===== src/logic/plc_pkg.sv =====
// constants and types shared by the loop control block
package plc_pkg;

  // ------------------------------------------------------------
  // bus and register map
  // ------------------------------------------------------------
  localparam int          DATA_W        = 32;
  localparam int          ADDR_W        = 8;
  localparam logic [7:0]  OFS_MULT      = 8'h00;
  localparam logic [7:0]  OFS_PRE       = 8'h04;
  localparam logic [7:0]  OFS_POST0     = 8'h08;
  localparam logic [7:0]  OFS_POST1     = 8'h0c;
  localparam logic [7:0]  OFS_POST2     = 8'h10;
  localparam logic [7:0]  OFS_STATUS    = 8'h14;
  localparam logic [7:0]  OFS_IRQ_STAT  = 8'h18;
  localparam logic [7:0]  OFS_IRQ_MASK  = 8'h1c;

  // ------------------------------------------------------------
  // divider settings
  // ------------------------------------------------------------
  localparam int          DIV_W         = 6;
  localparam int          POST_NUM      = 3;
  localparam logic [5:0]  DIV_ONE       = 6'h01;
  localparam logic [5:0]  MULT_MAX      = 6'h20;
  localparam logic [5:0]  PRE_MAX       = 6'h04;
  localparam logic [5:0]  POST_MAX      = 6'h20;
  localparam logic [5:0]  MULT_RST      = 6'h04;
  localparam logic [5:0]  PRE_RST       = 6'h01;
  localparam logic [5:0]  POST_RST      = 6'h02;

  // ------------------------------------------------------------
  // oscillator model and lock detection
  // ------------------------------------------------------------
  localparam int          VCO_W          = 16;
  localparam logic [15:0] VCO_ONE        = 16'h0001;
  localparam logic [15:0] VCO_PERIOD_RST = 16'h0008;
  localparam logic [15:0] VCO_PERIOD_MIN = 16'h0001;
  localparam logic [15:0] VCO_PERIOD_MAX = 16'hffff;
  localparam int          WAIT_W         = 8;
  localparam logic [7:0]  WAIT_ONE       = 8'h01;
  localparam logic [7:0]  WAIT_MAX       = 8'hff;
  localparam logic [7:0]  LOCK_WINDOW    = 8'h02;
  localparam logic [7:0]  LOCK_ONE       = 8'h01;
  localparam logic [7:0]  LOCK_LAST      = 8'h0f;

  // ------------------------------------------------------------
  // status and interrupt bits
  // ------------------------------------------------------------
  localparam int          IRQ_W         = 3;
  localparam int          IRQ_LOCK_GAIN = 0;
  localparam int          IRQ_LOCK_LOSS = 1;
  localparam int          IRQ_SWITCH    = 2;
  localparam int          ST_LOCKED     = 0;
  localparam int          ST_REF_SEL    = 1;
  localparam int          ST_RUNNING    = 2;
  localparam int          ST_PD_EN      = 3;

  typedef enum logic [1:0] {LD_IDLE, LD_COUNT, LD_LOCKED} plc_lock_state_t;

endpackage


===== src/logic/plc_post_div.sv =====
// counter that divides a tick stream and toggles a clock level
`timescale 1ns/10ps
module plc_post_div (
  input  wire logic                     clk,
  input  wire logic                     ce,
  input  wire logic                     srst,
  input  wire logic                     clear,
  input  wire logic                     tick,
  input  wire logic [plc_pkg::DIV_W-1:0] divVal,
  output logic                          pulse,
  output logic                          level
);

  typedef struct packed {
    logic [plc_pkg::DIV_W-1:0] cnt;
    logic                      pulse;
    logic                      level;
  } plc_div_state_t;

  plc_div_state_t st_reg;
  plc_div_state_t st_next;

  // ------------------------------------------------------------
  // count
  // ------------------------------------------------------------
  always_comb begin
    st_next       = st_reg;
    st_next.pulse = 1'b0;
    if (clear) begin
      st_next = '0; // [RULE4]
    end else if (tick) begin
      if (st_reg.cnt >= divVal - plc_pkg::DIV_ONE) begin
        st_next.cnt   = '0;
        st_next.pulse = 1'b1;
        st_next.level = ~st_reg.level;
      end else begin
        st_next.cnt = st_reg.cnt + plc_pkg::DIV_ONE;
      end
    end
  end

  always_ff @(posedge clk) begin
    if (srst) begin
      st_reg <= '0;
    end else if (ce) begin
      st_reg <= st_next;
    end
  end

  assign pulse = st_reg.pulse;
  assign level = st_reg.level;

  a_div_clear: assert property (@(posedge clk) disable iff (srst) // [RULE4]
    (ce && clear) |=> (!level && !pulse && st_reg.cnt == '0))
    else $error("divider not cleared");

endmodule


===== src/logic/plc_lock_det.sv =====
// lock detector counting consecutive matched phase comparisons
`timescale 1ns/10ps
module plc_lock_det (
  input  wire logic clk,
  input  wire logic ce,
  input  wire logic srst,
  input  wire logic clear,
  input  wire logic match,
  input  wire logic miss,
  output logic      locked
);

  typedef struct packed {
    plc_pkg::plc_lock_state_t        fsm;
    logic [plc_pkg::WAIT_W-1:0]      cnt;
    logic                            locked;
  } plc_ld_state_t;

  plc_ld_state_t st_reg;
  plc_ld_state_t st_next;

  // ------------------------------------------------------------
  // lock state machine
  // ------------------------------------------------------------
  always_comb begin
    st_next = st_reg;
    case (st_reg.fsm)
      plc_pkg::LD_IDLE: begin
        if (match) begin
          st_next.fsm = plc_pkg::LD_COUNT;
          st_next.cnt = plc_pkg::LOCK_ONE;
        end
      end
      plc_pkg::LD_COUNT: begin
        if (miss) begin
          st_next.fsm = plc_pkg::LD_IDLE;
          st_next.cnt = '0;
        end else if (match) begin
          if (st_reg.cnt == plc_pkg::LOCK_LAST) begin
            st_next.fsm = plc_pkg::LD_LOCKED; // [RULE15]
          end else begin
            st_next.cnt = st_reg.cnt + plc_pkg::LOCK_ONE;
          end
        end
      end
      plc_pkg::LD_LOCKED: begin
        if (miss) begin
          st_next.fsm = plc_pkg::LD_IDLE; // [RULE11]
          st_next.cnt = '0;
        end
      end
      default: begin
        st_next.fsm = plc_pkg::LD_IDLE;
      end
    endcase
    if (clear) begin
      st_next.fsm = plc_pkg::LD_IDLE; // [RULE15]
      st_next.cnt = '0;
    end
    st_next.locked = (st_next.fsm == plc_pkg::LD_LOCKED); // [RULE10]
  end

  always_ff @(posedge clk) begin
    if (srst) begin
      st_reg <= '0;
    end else if (ce) begin
      st_reg <= st_next;
    end
  end

  assign locked = st_reg.locked;

  a_lock_after_run: assert property (@(posedge clk) disable iff (srst) // [RULE15]
    $rose(locked) |-> ($past(st_reg.cnt) == plc_pkg::LOCK_LAST && $past(match)))
    else $error("lock declared before full run of matches");

  a_miss_drops: assert property (@(posedge clk) disable iff (srst) // [RULE10]
    (ce && miss) |=> !locked)
    else $error("lock held after a missed comparison");

endmodule


===== src/logic/plc_loop_ctrl.sv =====
// control, status and register port of the phase-locked loop model
// ------------------------------------------------------------
// Functional notes
// [RULE1] loop enable is active high, enabling and resetting the loop
// [RULE2] enable low forces every output clock low and drops lock
// [RULE3] enable high again starts a fresh acquisition on the reference
// [RULE4] counter reset high clears dividers, output clocks and lock
// [RULE5] counter reset release restarts lock acquisition
// [RULE6] phase detector enable gates up and down; oscillator keeps running
// [RULE7] switchover request level starts a change to the other reference; the code acts only on the rising edge of switchRequest
// [RULE8] primary or secondary reference feeds the pre-scale divider
// [RULE9] references come only from their dedicated clock input pins
// [RULE10] lock output is high while locked, low while out of lock
// [RULE11] lock may pulse during acquisition; consumers must filter it
// [RULE12] third output also drives the external clock pin
// [RULE13] control inputs may come from logic cells or input pins
// [RULE14] multiply and post counters take 1 to 32, pre-scale 1 to 4
// [RULE15] lock after a run of matched comparisons, cleared by any reset
// ------------------------------------------------------------
`timescale 1ns/10ps
module plc_loop_ctrl (
  input  wire logic                        clk,
  input  wire logic                        ce,
  input  wire logic                        srst,
  input  wire logic                        pllEnable,
  input  wire logic                        counterReset,
  input  wire logic                        phaseDetEnable,
  input  wire logic                        switchRequest,
  input  wire logic                        refPrimary,
  input  wire logic                        refSecondary,
  input  wire logic                        psel,
  input  wire logic                        penable,
  input  wire logic                        pwrite,
  input  wire logic [plc_pkg::ADDR_W-1:0]  paddr,
  input  wire logic [plc_pkg::DATA_W-1:0]  pwdata,
  output logic      [plc_pkg::DATA_W-1:0]  prdata,
  output logic                             pready,
  output logic                             pslverr,
  output logic      [plc_pkg::POST_NUM-1:0] clkOut,
  output logic                             extClkOut,
  output logic                             locked,
  output logic                             irq
);

  typedef struct packed {
    logic                                          refPrev;
    logic                                          activeRef;
    logic                                          swPrev;
    logic [plc_pkg::VCO_W-1:0]                     vcoCnt;
    logic [plc_pkg::VCO_W-1:0]                     vcoPeriod;
    logic                                          upPend;
    logic                                          dnPend;
    logic [plc_pkg::WAIT_W-1:0]                    waitCnt;
    logic [plc_pkg::DIV_W-1:0]                     multVal;
    logic [plc_pkg::DIV_W-1:0]                     preVal;
    logic [plc_pkg::POST_NUM-1:0][plc_pkg::DIV_W-1:0] postVal;
    logic [plc_pkg::IRQ_W-1:0]                     irqStat;
    logic [plc_pkg::IRQ_W-1:0]                     irqMask;
    logic                                          lockPrev;
    logic                                          pready;
    logic                                          pslverr;
    logic [plc_pkg::DATA_W-1:0]                    prdata;
    logic [plc_pkg::POST_NUM-1:0]                  clkOut;
    logic                                          extClk;
    logic                                          locked;
    logic                                          irq;
  } plc_ctrl_state_t;

  plc_ctrl_state_t st_reg;
  plc_ctrl_state_t st_next;

  logic                          running;
  logic                          refSel;
  logic                          refEdge;
  logic                          vcoTick;
  logic                          refTick;
  logic                          fbTick;
  logic                          switchEdge;
  logic                          pdMatch;
  logic                          pdMiss;
  logic                          resync;
  logic                          lockDet;
  logic [plc_pkg::POST_NUM-1:0]  postLevel;

  // ------------------------------------------------------------
  // helpers
  // ------------------------------------------------------------
  function automatic logic inRange(input logic [plc_pkg::DIV_W-1:0] v,
                                   input logic [plc_pkg::DIV_W-1:0] hi);
    return (v >= plc_pkg::DIV_ONE) && (v <= hi);
  endfunction

  function automatic logic [plc_pkg::DATA_W-1:0] widen(input logic [plc_pkg::DIV_W-1:0] v);
    return {{(plc_pkg::DATA_W-plc_pkg::DIV_W){1'b0}}, v};
  endfunction

  // ------------------------------------------------------------
  // reference select and edge detect
  // ------------------------------------------------------------
  assign running    = pllEnable && !counterReset; // [RULE1]
  assign refSel     = st_reg.activeRef ? refSecondary : refPrimary; // [RULE8]
  assign refEdge    = running && refSel && !st_reg.refPrev;
  assign vcoTick    = running && (st_reg.vcoCnt >= st_reg.vcoPeriod - plc_pkg::VCO_ONE);
  assign switchEdge = switchRequest && !st_reg.swPrev; // [RULE7]

  // ------------------------------------------------------------
  // dividers
  // ------------------------------------------------------------
  plc_post_div u_pre_div (
    .clk    (clk),
    .ce     (ce),
    .srst   (srst),
    .clear  (!running),
    .tick   (refEdge),
    .divVal (st_reg.preVal),
    .pulse  (refTick),
    .level  ()
  );

  plc_post_div u_fb_div (
    .clk    (clk),
    .ce     (ce),
    .srst   (srst),
    .clear  (!running || resync),
    .tick   (vcoTick),
    .divVal (st_reg.multVal),
    .pulse  (fbTick),
    .level  ()
  );

  genvar gi;
  generate
    for (gi = 0; gi < plc_pkg::POST_NUM; gi++) begin : g_post
      plc_post_div u_post_div (
        .clk    (clk),
        .ce     (ce),
        .srst   (srst),
        .clear  (!running),
        .tick   (vcoTick),
        .divVal (st_reg.postVal[gi]),
        .pulse  (),
        .level  (postLevel[gi])
      );
    end
  endgenerate

  plc_lock_det u_lock_det (
    .clk    (clk),
    .ce     (ce),
    .srst   (srst),
    .clear  (!running || switchEdge),
    .match  (pdMatch),
    .miss   (pdMiss),
    .locked (lockDet)
  );

  // ------------------------------------------------------------
  // next state
  // ------------------------------------------------------------
  always_comb begin
    logic speedUp;
    logic slowDown;
    logic access;
    speedUp        = 1'b0;
    slowDown       = 1'b0;
    pdMatch        = 1'b0;
    pdMiss         = 1'b0;
    resync         = 1'b0;
    access         = psel && penable && !st_reg.pready;
    st_next        = st_reg;
    st_next.refPrev = refSel;
    st_next.swPrev  = switchRequest;

    if (switchEdge) begin
      st_next.activeRef = ~st_reg.activeRef; // [RULE7]
    end

    // oscillator and phase comparison
    if (!running) begin
      st_next.vcoCnt    = '0; // [RULE1] [RULE4]
      st_next.vcoPeriod = plc_pkg::VCO_PERIOD_RST; // [RULE3] [RULE5]
      st_next.upPend    = 1'b0;
      st_next.dnPend    = 1'b0;
      st_next.waitCnt   = '0;
    end else begin
      st_next.vcoCnt = vcoTick ? '0 : st_reg.vcoCnt + plc_pkg::VCO_ONE;
      if ((st_reg.upPend || st_reg.dnPend) && st_reg.waitCnt != plc_pkg::WAIT_MAX) begin
        st_next.waitCnt = st_reg.waitCnt + plc_pkg::WAIT_ONE;
      end
      if (refTick && fbTick) begin
        pdMatch        = 1'b1;
        st_next.upPend = 1'b0;
        st_next.dnPend = 1'b0;
      end else if (refTick) begin
        if (st_reg.dnPend) begin
          slowDown       = 1'b1;
          pdMatch        = (st_reg.waitCnt <= plc_pkg::LOCK_WINDOW);
          pdMiss         = !pdMatch;
          st_next.dnPend = 1'b0;
        end else begin
          pdMiss          = st_reg.upPend;
          st_next.upPend  = 1'b1;
          st_next.waitCnt = '0;
        end
      end else if (fbTick) begin
        if (st_reg.upPend) begin
          speedUp        = 1'b1;
          pdMatch        = (st_reg.waitCnt <= plc_pkg::LOCK_WINDOW);
          pdMiss         = !pdMatch;
          st_next.upPend = 1'b0;
        end else begin
          pdMiss          = st_reg.dnPend;
          st_next.dnPend  = 1'b1;
          st_next.waitCnt = '0;
        end
      end
      if (phaseDetEnable && pdMiss) begin
        resync         = 1'b1; // [RULE3]
        st_next.vcoCnt = '0;
        st_next.upPend = 1'b0;
        st_next.dnPend = 1'b0;
        if (speedUp && st_reg.vcoPeriod > plc_pkg::VCO_PERIOD_MIN) begin
          st_next.vcoPeriod = st_reg.vcoPeriod - plc_pkg::VCO_ONE; // [RULE6]
        end else if (slowDown && st_reg.vcoPeriod < plc_pkg::VCO_PERIOD_MAX) begin
          st_next.vcoPeriod = st_reg.vcoPeriod + plc_pkg::VCO_ONE; // [RULE6]
        end
      end
    end

    // register port
    st_next.pready  = access;
    st_next.pslverr = 1'b0;
    st_next.prdata  = '0;
    st_next.irqStat = st_reg.irqStat;
    if (access && pwrite) begin
      if (paddr == plc_pkg::OFS_MULT) begin
        if (inRange(pwdata[plc_pkg::DIV_W-1:0], plc_pkg::MULT_MAX)) begin
          st_next.multVal = pwdata[plc_pkg::DIV_W-1:0]; // [RULE14]
        end
      end else if (paddr == plc_pkg::OFS_PRE) begin
        if (inRange(pwdata[plc_pkg::DIV_W-1:0], plc_pkg::PRE_MAX)) begin
          st_next.preVal = pwdata[plc_pkg::DIV_W-1:0]; // [RULE14]
        end
      end else if (paddr == plc_pkg::OFS_POST0) begin
        if (inRange(pwdata[plc_pkg::DIV_W-1:0], plc_pkg::POST_MAX)) begin
          st_next.postVal[0] = pwdata[plc_pkg::DIV_W-1:0]; // [RULE14]
        end
      end else if (paddr == plc_pkg::OFS_POST1) begin
        if (inRange(pwdata[plc_pkg::DIV_W-1:0], plc_pkg::POST_MAX)) begin
          st_next.postVal[1] = pwdata[plc_pkg::DIV_W-1:0]; // [RULE14]
        end
      end else if (paddr == plc_pkg::OFS_POST2) begin
        if (inRange(pwdata[plc_pkg::DIV_W-1:0], plc_pkg::POST_MAX)) begin
          st_next.postVal[2] = pwdata[plc_pkg::DIV_W-1:0]; // [RULE14]
        end
      end else if (paddr == plc_pkg::OFS_IRQ_MASK) begin
        st_next.irqMask = pwdata[plc_pkg::IRQ_W-1:0];
      end else if (paddr == plc_pkg::OFS_STATUS || paddr == plc_pkg::OFS_IRQ_STAT) begin
        st_next.pslverr = 1'b0;
      end else begin
        st_next.pslverr = 1'b1;
      end
    end else if (access) begin
      if (paddr == plc_pkg::OFS_MULT) begin
        st_next.prdata = widen(st_reg.multVal);
      end else if (paddr == plc_pkg::OFS_PRE) begin
        st_next.prdata = widen(st_reg.preVal);
      end else if (paddr == plc_pkg::OFS_POST0) begin
        st_next.prdata = widen(st_reg.postVal[0]);
      end else if (paddr == plc_pkg::OFS_POST1) begin
        st_next.prdata = widen(st_reg.postVal[1]);
      end else if (paddr == plc_pkg::OFS_POST2) begin
        st_next.prdata = widen(st_reg.postVal[2]);
      end else if (paddr == plc_pkg::OFS_STATUS) begin
        st_next.prdata[plc_pkg::ST_LOCKED]  = st_reg.locked;
        st_next.prdata[plc_pkg::ST_REF_SEL] = st_reg.activeRef;
        st_next.prdata[plc_pkg::ST_RUNNING] = running;
        st_next.prdata[plc_pkg::ST_PD_EN]   = phaseDetEnable;
      end else if (paddr == plc_pkg::OFS_IRQ_STAT) begin
        st_next.prdata[plc_pkg::IRQ_W-1:0] = st_reg.irqStat;
        st_next.irqStat                    = '0;
      end else if (paddr == plc_pkg::OFS_IRQ_MASK) begin
        st_next.prdata[plc_pkg::IRQ_W-1:0] = st_reg.irqMask;
      end else begin
        st_next.pslverr = 1'b1;
      end
    end

    // sticky events, set wins over read clear
    st_next.lockPrev = lockDet;
    if (lockDet && !st_reg.lockPrev) begin
      st_next.irqStat[plc_pkg::IRQ_LOCK_GAIN] = 1'b1;
    end
    if (!lockDet && st_reg.lockPrev) begin
      st_next.irqStat[plc_pkg::IRQ_LOCK_LOSS] = 1'b1;
    end
    if (switchEdge) begin
      st_next.irqStat[plc_pkg::IRQ_SWITCH] = 1'b1;
    end
    st_next.irq = |(st_next.irqStat & st_next.irqMask);

    // outputs
    st_next.clkOut = running ? postLevel : '0; // [RULE2] [RULE4]
    st_next.extClk = running && postLevel[plc_pkg::POST_NUM-1]; // [RULE12]
    st_next.locked = running && lockDet && !switchEdge; // [RULE10] [RULE2]
  end

  // ------------------------------------------------------------
  // state register
  // ------------------------------------------------------------
  always_ff @(posedge clk) begin
    if (srst) begin
      st_reg            <= '0;
      st_reg.vcoPeriod  <= plc_pkg::VCO_PERIOD_RST;
      st_reg.multVal    <= plc_pkg::MULT_RST;
      st_reg.preVal     <= plc_pkg::PRE_RST;
      st_reg.postVal[0] <= plc_pkg::POST_RST;
      st_reg.postVal[1] <= plc_pkg::POST_RST;
      st_reg.postVal[2] <= plc_pkg::POST_RST;
    end else if (ce) begin
      st_reg <= st_next;
    end
  end

  assign prdata    = st_reg.prdata;
  assign pready    = st_reg.pready;
  assign pslverr   = st_reg.pslverr;
  assign clkOut    = st_reg.clkOut;
  assign extClkOut = st_reg.extClk;
  assign locked    = st_reg.locked;
  assign irq       = st_reg.irq;

  // ------------------------------------------------------------
  // checks
  // ------------------------------------------------------------
  a_enable_resets: assert property (@(posedge clk) disable iff (srst) // [RULE1]
    (ce && !pllEnable) |=> (st_reg.vcoPeriod == plc_pkg::VCO_PERIOD_RST && !st_reg.upPend && !st_reg.dnPend))
    else $error("loop not reset while disabled");

  a_disable_outputs_low: assert property (@(posedge clk) disable iff (srst) // [RULE2]
    (ce && !pllEnable) |=> (clkOut == '0 && !extClkOut && !locked))
    else $error("outputs active while disabled");

  a_fresh_acquire: assert property (@(posedge clk) disable iff (srst) // [RULE3]
    (ce && !pllEnable) ##1 (ce && pllEnable && !counterReset) |=> !locked)
    else $error("lock held across re-enable");

  a_counter_reset: assert property (@(posedge clk) disable iff (srst) // [RULE4]
    (ce && counterReset) |=> (clkOut == '0 && !locked && st_reg.vcoCnt == '0))
    else $error("counter reset did not clear");

  a_reset_release: assert property (@(posedge clk) disable iff (srst) // [RULE5]
    (ce && counterReset) ##1 (ce && pllEnable && !counterReset) |=> (!locked && st_reg.vcoCnt != '0))
    else $error("no restart after counter reset");

  a_pd_gated: assert property (@(posedge clk) disable iff (srst) // [RULE6]
    (ce && !phaseDetEnable && running) |=> (st_reg.vcoPeriod == $past(st_reg.vcoPeriod)))
    else $error("oscillator adjusted with detector off");

  a_switch_toggles: assert property (@(posedge clk) disable iff (srst) // [RULE7]
    (ce && switchRequest && !st_reg.swPrev) |=> (st_reg.activeRef != $past(st_reg.activeRef)))
    else $error("switchover not taken");

  a_ext_mirror: assert property (@(posedge clk) disable iff (srst) // [RULE12]
    extClkOut == clkOut[plc_pkg::POST_NUM-1])
    else $error("external clock differs from third output");

  a_div_range: assert property (@(posedge clk) disable iff (srst) // [RULE14]
    inRange(st_reg.multVal, plc_pkg::MULT_MAX) && inRange(st_reg.preVal, plc_pkg::PRE_MAX))
    else $error("divider setting out of range");

endmodule


===== config.mk =====
export PLATFORM = sky130hd
export DESIGN_NAME = plc_loop_ctrl
export DESIGN_NICKNAME = d
export VERILOG_FILES = /design/src/logic/plc_pkg.sv /design/src/logic/plc_post_div.sv /design/src/logic/plc_lock_det.sv /design/src/logic/plc_loop_ctrl.sv
export SDC_FILE = /design/constraint.sdc
export NUM_CORES = 1
export LEC_CHECK = 0
export BUFFER_PORTS_ARGS = -buffer_cell sky130_fd_sc_hd__buf_2
export CAP_MARGIN = 20
export CORE_UTILIZATION = 65
export DETAILED_ROUTE_END_ITERATION = 6
export PLACE_DENSITY = 0.85
export SLEW_MARGIN = 25
export SYNTH_ARGS = -nofsm -noshare
export SYNTH_HDL_FRONTEND = slang
export SYNTH_SLANG_ARGS = --single-unit

===== constraint.sdc =====
create_clock -name clk -period 7.6 [get_ports clk]
set_input_delay 0.76 -clock clk [delete_from_list [all_inputs] [get_ports clk]]
set_output_delay 0.76 -clock clk [all_outputs]
set_load 0.05 [all_outputs]

Yosys cells after proc, flatten, opt, wreduce, memory -nomap -nowiden
Cells that the tools add are included.
Word-level totals
  bits in registers: 170
  input bits: 52
  output and inout port bits: 40
  logic and storage cells: 275
Operators by class
  add/subtract/negate cells: 15
  order comparisons: 12
  equal/unequal tests: 27
  mux-type cells: 115
  bitwise gates (word level): 11
  reduce and logical (&&, ||, !) cells: 57
Operators by type and width (count)
  $mux 8: 14
  $mux 10: 7
  $mux 3: 20
  $mux 6: 9
  $mux 16: 3
  $mux 1: 46
  $mux 42: 1
  $mux 34: 1
  $mux 33: 1
  $add 16x1->16 const B: 2
  $eq 8x5->1 const B: 4
  $mux 32: 1
  $add 6x1->6 const B: 5
  $ge 6x6->1: 5
  $sub 6x1->6 const B: 5
  $eq 8x4->1 const B: 3
  $pmux 8 s3: 1
  $reduce_and 3->1: 8
  $logic_and 1x1->1: 20
  $add 8x1->8 const B: 2
  $ge 16x16->1: 1
  $gt 16x1->1 const B: 1
  $lt 16x16->1 const B: 1
  $mux 2: 8
  other kinds (34): 68

Logic depth before layout (Yosys ltp)
Gate-level depths: netlist (run 1).
  depth after elaboration: 13
  mapped depth: 16
  gate-level depth less buffers: 14

By module
Synthesis (run 1) repeated with hierarchy kept, for this count alone.
Unflattened totals
  cell total of the unflattened synthesis: 1152
  area total of the unflattened synthesis: 9721.8 um^2
By module, submodules not included
  plc_loop_ctrl: instances 1, cells an instance 734, area an instance 5938.2 um^2, sequential area each 1901.8 um^2
  plc_post_div at g_post[0].u_post_div ...: instances 4, cells an instance 67, area an instance 609.3 um^2, sequential area each 160.2 um^2
  plc_lock_det: instances 1, cells an instance 84, area an instance 737.0 um^2, sequential area each 220.2 um^2
  plc_post_div at u_pre_div: instances 1, cells an instance 66, area an instance 609.3 um^2, sequential area each 160.2 um^2

Worst setup path after synthesis (run 1)
Ideal clock, no wire load.
  path kind: register to register
  start point: register st_reg[89] in the netlist's numbering
  end point: register g_post[1].u_post_div.st_reg[6] in the netlist's numbering
  setup time: 0.088 ns
  data arrival time: 3.497 ns
  required time: 7.512 ns
  setup slack: 4.015 ns
  cell stages (with the launch flop): 16
  path buffers: 3
  period minus slack after synthesis: 3.585 ns
  path through: dfxtp_1 -> buf_2 -> nor4_1 -> and2_1 -> clkbuf_1 -> nand2_1 -> nor3_1 -> xnor2_1 -> ha_1 -> a21o_1 -> a211oi_1 -> o21ai_1 -> o32ai_1 -> clkbuf_1 -> o21ai_1 -> o31ai_1
Between the ends
  longest elaborated chain between the ends: 5
Ends and longest elaborated chain
  start: declaration: line plc_loop_ctrl.sv:69  | plc_ctrl_state_t st_reg;
  start signal: assignment: line plc_loop_ctrl.sv:321  | st_reg <= st_next;
  $sub 16x1->16: line plc_loop_ctrl.sv:103  | assign vcoTick = running && (st_reg.vcoCnt >= st_reg.vcoPeriod - plc_pkg::VCO_ONE);
  $ge 16x16->1: line plc_loop_ctrl.sv:103
  $logic_and 1x1->1: line plc_loop_ctrl.sv:103
  $ne 2x1->1 (no line)
  $reduce_and 2->1 (no line)
  end signal: assignment: line plc_post_div.sv:46  | st_reg <= st_next;
  end: declaration: line plc_post_div.sv:20  | plc_div_state_t st_reg;
Every way passes these cells.
A chain may end at the register's enable or synchronous reset.

Worst setup path after layout (run 1)
  start point: register st_reg[89] in the netlist's numbering
  end point: register st_reg[112] in the netlist's numbering
Between the ends
  longest elaborated chain between the ends: 6
Ends and longest elaborated chain
  $sub 16x1->16: line plc_loop_ctrl.sv:103
  $ge 16x16->1: line plc_loop_ctrl.sv:103
  $logic_and 1x1->1: line plc_loop_ctrl.sv:103
  $mux 16: line plc_loop_ctrl.sv:186  | st_next.vcoCnt = vcoTick ? '0 : st_reg.vcoCnt + plc_pkg::VCO_ONE;
  $mux 34: line plc_loop_ctrl.sv:217  | if (phaseDetEnable && pdMiss) begin
  $mux 42: line plc_loop_ctrl.sv:179  | if (!running) begin
Every way passes these cells. The select of a mux whose other input is x is not followed.

==> metrics.txt, run 1 <==
final wirelength=21,700 µm; synthesized area=9160 µm²; CTS Sinks=141; Antenna Nets Post-Route=0; largest area contributor in the netlist=dfxtp_1; final setup violation count=0; Final HPWL DP=14,830 µm; worst path required time=7890 ps; final hold viol count=0; ys async rst share=0%; unrepaired setup endpoints after global routing=no; Clock Latency Late Sink=430 ps; fillers=1,044; WL/cell=16.27 µm; max capacitance violation total=0; ant diodes=0; Nets=1,260; core area=13,830 µm²; gp weighted congestion=0.9346; Critical path destination=st_reg[112]; global-route wire length before repair=35,670 µm; Netlist cell types=73; Critical Path AT=4470 ps; CP Max Fanout=15; worst hold path type=flip-flop to flip-flop; root buf cell=clkbuf_16; Worst IR Drop VDD=0.0001672 V; Achievable Freq=239.2 MHz; syn_area_per_cell=8.021 µm²; prevailing post-synth register cell=dfxtp_1; post-CTS setup buffers=0; leak pwr=3.931 nW; Tcrit/Tclk final=55.00%; Setup TNS=0 ps; status=finished clean; total clock buffers created by CTS=17; worst r2r src=st_reg[89]; CTS hold repair buffers=0; row count=43; Setup CP Type=flip-flop to flip-flop; number of global-route vias before repair=7,508; clock skew=7.496 ps; hold path depth=2; post-CTS resize count=0; initial antenna violation count=0; Initial Util=66.25%; Synth top area share=30.82%; Ys Warns=0; residual DRC count=0; cell with the most instances after synthesis=dfxtp_1; crit path launch=st_reg[89]; max reg flops=82; top cells by area, synth=dfxtp_1 (31%), ha_1 (9.2%), nor2_1 (5.0%), nand2_1 (4.4%), mux2i_1 (4.4%); post-route cell area=9861 µm²; EDFF count, synth=0; TritonRoute pass-1 iters=5; largest net degree at the start of global routing=98; Layout area overhead=7.649%; FF+latch count, synth=141; global route total overflow=0; Die ar.=14,570 µm²; clk buf depth=2; crit start category=flip-flop; Worst slew margin=34.10%; Final Slew Violations=0; H-tree levels=4; Die Span X=120.7 µm; Clock transition at path regs=60 ps; Mapped Cells=1,142; vias per inst=6.240; sequential area share after synthesis=30.82%; CP Capture Type=flip-flop; crit path time final=4180 ps; via count=8,324; reg2reg setup slack=3420 ps; list of most frequent post-synthesis cells=dfxtp_1 (141), nor2_1 (121), nand2_1 (108); total track usage=30.46%; layout cells sized above 1=8.925%; placed cell area=9238 µm²; I/O Pins=92; Slew @ Worst Pin=988.6 ps; R2R depth=13; CTS tree=yes; Die Ht=120.7 µm; DRT iter0 DRCs=875; PortBufs=39; Pwr Density=176.4 nW/µm²; RR Endpoint=st_reg[112]
-- how the worst min path moves through the flow --
| stage | from | end | slack, ps |
|---|---|---|---|
| 6_report | clkOut[0] | clkOut[0] | 470 |
| 5_1_grt | clkOut[2] | clkOut[2] | 500 |
| 4_1_cts | clkOut[0] | clkOut[0] | 470 |
| 3_5_place_dp | u_lock_det.st_reg[8] | u_lock_det.st_reg[8] | 460 |
| 3_3_place_gp | clkOut[1] | clkOut[1] | 450 |
| 2_1_floorplan | u_lock_det.st_reg[8] | u_lock_det.st_reg[8] | 430 |
-- final cells by class --
class                   count  area (µm²)  share of cell area, %
clock buffers              18       429.2                  4.352
clock inverters            14       193.9                  1.967
inverters                  39       146.4                  1.485
multi-input cells         897        5801                  58.82
flip-flops and latches    141        2823                  28.63
well taps                 180       225.2                  2.284
repair buffers             45       242.7                  2.462
-- critical path, cell delays in order (launching register included) --
cell and delay, ps:
dfxtp_1 420, nor4_1 520, and2_1 340, nand2_1 180, nor3_1 200, xnor2_1 110, ha_1 310, nand4_1 140
nor3_1 200, o21ai_0 110, a21oi_1 390, nor2_1 330, a21oi_2 640, nor2_1 120
-- per-stage QoR --
step | power (W) | utilization (%) | instances | hold WS (ps) | setup WS, ps
2_1_floorplan | 0.0008574 | - | 1167 | 434.6 | 4015
3_3_place_gp | 0.0008717 | 66.78 | 1302 | 447.5 | 3226
3_5_place_dp | 0.0008734 | 66.81 | 1302 | 459.5 | 3515
4_1_cts | 0.001746 | 71.31 | 1334 | 469.0 | 3456
5_1_grt | 0.001789 | 71.31 | 1334 | 495.2 | 3020
6_report | 0.001740 | 71.31 | 1334 | 465.8 | 3420
-- placed cells by master (no fill, tap or decap), types with 5 or more instances in the layout --
master / count
dfxtp_1: 141
nor2_1: 121
nand2_1: 108
a21oi_1: 74
ha_1: 67
nand3_1: 43
o21ai_0: 43
mux2i_1: 40
inv_1: 38
buf_2: 38
nor3_1: 29
xnor2_1: 28
and3_1: 27
conb_1: 26
xor2_1: 25
a21o_1: 21
nand4_1: 18
a31oi_1: 17
clkbuf_16: 17
nand2b_1: 14
o31ai_1: 14
nor2b_1: 12
nor4_1: 11
a211oi_1: 11
a311oi_1: 11
or3_1: 10
a22oi_1: 10
nor3b_1: 8
or2_2: 8
buf_4: 7
or4_1: 6
o211ai_1: 6
o22ai_1: 6
and2_1: 5
-- power breakdown --
group	switching, W	internal, W	total, W
registers	0.00000316	0.000743	0.000746
clock network	0.000329	0.000549	0.000879
logic	0.0000903	0.0000248	0.000115
total	0.000423	0.00132	0.00174
-- cell families after synthesis --
| kind of cell | synth area share [%] |
|---|---|
| buffers and inverters | 6.925 |
| flip-flops | 30.82 |
| multiplexers | 4.740 |
| XOR/XNOR | 5.068 |
| AO/OA/AOI/OAI | 19.52 |
| other | 0.04094 |
| adder cells (fa/ha/maj) | 9.152 |
| AND/OR/NAND/NOR | 23.74 |
-- metal layers --
metal  up-vias  GRT usage [%]  wire length (µm)
met5         -              0                 0
li1       4079              -                 -
met4         0          11.88               566
met1      3863          39.08              9402
met3        64          5.896              1451
met2       318          50.29             10280
(Power assumes the default switching activity.)
==> inputs of run 2 (changes only) <==
Settings changed: CORE_UTILIZATION 65 to 60, PLACE_DENSITY 0.85 to 0.79.
Clock period 7.6 ns to 4.2 ns, I/O delays scaled along.
==> run 2 against run 1 <==
Net effect:
- the run now ends with DRC left
- sequential power is 81% higher
- clock skew is 1.9 ps higher
- combinational power is 82% higher
- largest power group unchanged
==> metrics.txt, run 2 (synthesis gave the netlist of run 1 again) <==
commonest non-fill, non-tap cells in the layout=dfxtp_1 (141), nor2_1 (120), nand2_1 (108); via count=8,261 (-0.76%); I/O Pins=92 (unchanged); crit start category=flip-flop; worst path buffer plus inverter count=0 (unchanged); clock skew=9.400 ps (+1.904 ps); worst path required time=4500 ps (-3390 ps); layout cells sized above 1=9.561% (+0.64 points); final wirelength=21,410 µm (-1.3%); root buf cell=clkbuf_16; failing checks=DRC; Slew @ Worst Pin=858.6 ps (-129.9 ps); H-tree levels=4 (unchanged); post-CTS setup buffers=0 (unchanged); status=finished, violations left; final setup violation count=0 (unchanged); unrepaired setup endpoints after global routing=no; Worst IR Drop VDD=0.0002850 V (+70%); CP max stage delay=520 ps (-120 ps); Achievable Freq=263.1 MHz (+10%); CTS tree=yes; WL/cell=15.92 µm (-2.1%); clk buf depth=2 (unchanged); largest net degree at the start of global routing=43 (-56%); crit path time final=3801 ps (-379.4 ps); worst hold path type=input port to flip-flop; CP Capture Type=flip-flop; most common cell after layout, fill and taps aside=dfxtp_1; CP cell instances=nor4_1, and2_1, nand2_1, nor3_1, xnor2_1, ha_1, a21o_1, a211oi_1, o21ai_1, nor2_2, nand3b_1, o21ai_0; CTS Sinks=141 (unchanged); CTS hold repair buffers=0 (unchanged); Final Slew Violations=0 (unchanged); post-CTS resize count=0 (unchanged); Final HPWL DP=14,990 µm (+1.0%); CP Max Fanout=15 (unchanged); Die ar.=15,770 µm² (+8.2%); fin util=67.32% (-4.0 points); Worst Slack Setup Final=399.2 ps (-3021 ps); Setup TNS=0 ps (unchanged); TritonRoute pass-1 iters=7 (+2); Tcrit/Tclk final=90.50% (+35 points); initial antenna violation count=0 (unchanged); Initial Util=62.32% (-3.9 points); fillers=1,213 (+16%); slowest CP cell=nor2_2; ant diodes=0 (unchanged); global-route wire length before repair=35,680 µm (about the same); number of global-route vias before repair=7,470 (-0.51%); core area=14,700 µm² (+6.3%); total power=0.003087 W (+77%); Layout area overhead=8.032%; Antenna Nets Post-Route=0 (unchanged); Nets=1,268 (+0.63%); Critical Path AT=4100 ps (-370 ps); Clock Latency Late Sink=420 ps (about the same); row count=44 (+2.3%); Setup CP Type=flip-flop to flip-flop; hold_ws=278.3 ps (-187.5 ps); global route total overflow=0 (unchanged); max reg flops=82 (unchanged); leak pwr=3.959 nW (+0.72%); Clock transition at path regs=60 ps (about the same); Pwr Density=312.0 nW/µm² (+77%); total track usage=27.69% (-2.8 points); critical path's top delay family=simple AND/OR/NAND/NOR gates; gp weighted congestion=0.9216 (-1.4%); Die Ht=125.6 µm (+4.0%); Worst slew margin=42.23% (+8.1 points); DRT iter0 DRCs=612 (-30%); Die Span X=125.6 µm (+4.0%); max capacitance violation total=0 (unchanged); final hold viol count=0 (unchanged); Post-Place Worst Slack=306.5 ps (-3208 ps); residual DRC count=2 (+2); vias per inst=6.142 (-1.6%); PortBufs=39 (unchanged); total clock buffers created by CTS=17 (unchanged)
==> run 2: metrics by stage <==
step	area, µm²	cells
finish	9896	1345
global route	9896	1345
CTS	9893	1345
detailed placement	9299	1314
global placement	9299	1314
floorplan	9254	1167
==> run 2: per-layer routing <==
metal	vias up	global-route usage, %	wire, µm
met5	-	0	0
met4	0	9.039	476
met3	54	6.076	1103
met2	271	46.18	10180
met1	3845	35.41	9654
li1	4091	-	-
==> run 2: worst paths after layout <==
check / startpoint / to / slack (ps) / depth (start not counted)
worst min register to register: clkOut[1] / clkOut[1] / 460 / 2
worst max register to register: st_reg[89] / g_post[0].u_post_div.st_reg[4] / 400 / 12
worst min-delay path: switchRequest / st_reg[119] / 280 / 3
worst max-delay path: st_reg[89] / g_post[0].u_post_div.st_reg[4] / 400 / 12
==> run 2: worst reg2reg max path: stages, from the launching register on <==
cell and delay, ps:
dfxtp_1 410, nor4_1 480, and2_1 340, nand2_1 120
nor3_1 270, xnor2_1 160, ha_1 260, a21o_1 160
a211oi_1 250, o21ai_1 230, nor2_2 520, nand3b_1 340
o21ai_0 140
==> run 2: power breakdown <==
group          switching, W  internal [W]  total [W]
sequential       0.00000598       0.00134    0.00135
combinational      0.000162     0.0000465   0.000209
clock              0.000598      0.000931    0.00153
total              0.000766       0.00232    0.00309
==> run 2: cell type report <==
type                       instances  area, µm²  share of cell area (%)
multi-input combinational        897       5799                   58.60
tap                              184      230.2                   2.326
clock buffer                      17      425.4                   4.299
sequential                       141       2823                   28.52
timing repair buffer              53      302.8                   3.060
inverter                          39      146.4                   1.479
clock inverter                    14      168.9                   1.707
==> inputs of run 3 (changes only) <==
Settings changed: BUFFER_PORTS_ARGS -buffer_cell sky130_fd_sc_hd__buf_2 to default, CORE_UTILIZATION 60 to 65, DONT_BUFFER_PORTS from default to 1, GPL_ROUTABILITY_DRIVEN from default to 0.
==> run 3 against run 2 <==
Net effect:
- the run now ends clean
- wire length decreased by 1.1%
- combinational power down 29%
- global-route usage up 1.9 points
- worst hold slack lost 220 ps
- non-clock buffer count is 44 lower
- first-iteration DRC count up 2.6%
- sequential share of layout area grew 0.57 points
- critical endpoint is now g_post[1].u_post_div.st_reg[4]
- highest routed layer unchanged
==> metrics.txt, run 3 (synthesis gave the netlist of run 1 again) <==
root buf cell=clkbuf_16; worst path required time=4570 ps (+70 ps); status=finished clean; global route total overflow=0 (unchanged); TritonRoute pass-1 iters=5 (-2); placed cell area=9066 µm² (-2.5%); clk buf depth=2 (unchanged); crit path time final=3769 ps (-31.58 ps); Setup CP Type=flip-flop to flip-flop; CTS hold repair buffers=0 (unchanged); total clock buffers created by CTS=17 (unchanged); post-route cell area=9702 µm² (-2.0%); final hold viol count=0 (unchanged); unrepaired setup endpoints after global routing=no; Critical Path AT=4140 ps (+40 ps); total track usage=29.64% (+1.9 points); total power=0.003102 W (+0.48%); Nets=1,224 (-3.5%); Die ar.=14,570 µm² (-7.6%); worst path buffer plus inverter count=0 (unchanged); max reg flops=82 (unchanged); largest net degree at the start of global routing=110 (+160%); commonest non-fill, non-tap cells in the layout=dfxtp_1 (141), nor2_1 (120), nand2_1 (108); final wirelength=21,180 µm (-1.1%); CP Capture Type=flip-flop; WL/cell=16.33 µm (+2.6%); slowest CP cell=o32ai_4; global-route wire length before repair=34,730 µm (-2.7%); clock skew=16.22 ps (+6.823 ps); Initial Util=66.25% (+3.9 points); Achievable Freq=265.3 MHz (+0.84%); Final HPWL DP=14,670 µm (-2.1%); Layout area overhead=5.914%; critical path's most frequent cell=a21o_1; core area=13,830 µm² (-5.9%); Final Slew Violations=0 (unchanged); Worst IR Drop VDD=0.0002820 V (-1.1%); CP Max Fanout=17 (+2); residual DRC count=0 (-2); Antenna Nets Post-Route=0 (unchanged); final setup violation count=0 (unchanged); I/O Pins=92 (unchanged); PortBufs=0 (-100%); crit start category=flip-flop; Setup TNS=0 ps (unchanged); Clock transition at path regs=60 ps (about the same); Worst slew margin=36.31% (-5.9 points); Tcrit/Tclk final=89.74% (-0.75 points); Die Span X=120.7 µm (-3.9%); Pwr Density=319.7 nW/µm² (+2.5%); via count=8,084 (-2.1%); row count=43 (-2.3%); Slew @ Worst Pin=954.1 ps (+95.43 ps); most common cell after layout, fill and taps aside=dfxtp_1; Clock Latency Late Sink=430 ps (about the same); ant diodes=0 (unchanged); Die Ht=120.7 µm (-3.9%); leak pwr=3.771 nW (-4.8%); layout cells sized above 1=6.177% (-3.4 points); critical path's top delay family=compound AO/OA/AOI/OAI gates; vias per inst=6.233 (+1.5%); CP cell instances=nor4_1, and2_1, nand2_1, nor3_1, xnor2_1, ha_1, a21o_1, a211oi_1, o21ai_2, o32ai_4, o21bai_1, a21o_1; max capacitance violation total=0 (unchanged); DRT iter0 DRCs=628 (+2.6%); number of global-route vias before repair=7,350 (-1.6%); CTS tree=yes; CTS Sinks=141 (unchanged); worst hold path type=input port to flip-flop; initial antenna violation count=0 (unchanged); CP max stage delay=680 ps (+160 ps); H-tree levels=4 (unchanged)
-- run 3: metal layers --
layer / vias to the layer above / routed length [µm] / track usage [%]
met5: - / 0 / 0
met4: 0 / 507 / 11.96
met1: 3752 / 9368 / 37.96
met3: 45 / 1431 / 5.377
li1: 4003 / - / -
met2: 284 / 9872 / 49.10
-- run 3: cell type report --
type | instances | area [µm²]
clock buffer | 17 | 425.4
clock inverter | 14 | 192.7
fill | 1138 | 4125
inverter | 39 | 146.4
multi-input combinational | 897 | 5822
sequential | 141 | 2823
tap | 180 | 225.2
timing repair buffer | 9 | 67.56
-- run 3: repair_timing --
| action | in CTS | in global routing |
|---|---|---|
| setup endpoints to repair | 0 | 31 |
| gates resized for setup | 0 | 2 |
| buffers inserted | 0 | 0 |
-- run 3: power by group --
| part | leakage, nW | switching, W | internal (W) |
|---|---|---|---|
| combinational | 2.34 | 0.000113 | 0.0000355 |
| sequential | 1.14 | 0.0000104 | 0.00134 |
| clock | 0.295 | 0.000608 | 0.000992 |
-- run 3: through the flow --
step	hold WS [ps]	utilization [%]	instances	worst slack, ps
after floorplan	434.6	-	1167	615.1
after global placement	453.9	65.57	1266	257.8
after detailed placement	464.4	65.57	1266	180.1
after CTS	51.79	70.04	1297	161.7
after global routing	55.55	70.17	1297	102.8
final	54.60	70.17	1297	430.8
-- run 3: worst register-to-register path, delay by kind of cell (launching register included) --
kind / cells / cell delay, ps
xor gates and xnor gates: 1 / 160
adders and majority gates: 1 / 260
DFF: 1 / 420
and+or+nand+nor: 4 / 1190
AOI/OAI and AO/OA: 6 / 1680
-- run 3: final timing paths --
check                            start                              to  slack [ps]  cells after the start
hold reg to reg   u_lock_det.st_reg[8]            u_lock_det.st_reg[8]         470                      1
setup reg to reg            st_reg[89]  g_post[1].u_post_div.st_reg[4]         430                     12
setup / recovery            st_reg[89]  g_post[1].u_post_div.st_reg[4]         430                     12
hold / removal                    srst                          locked          50                      1
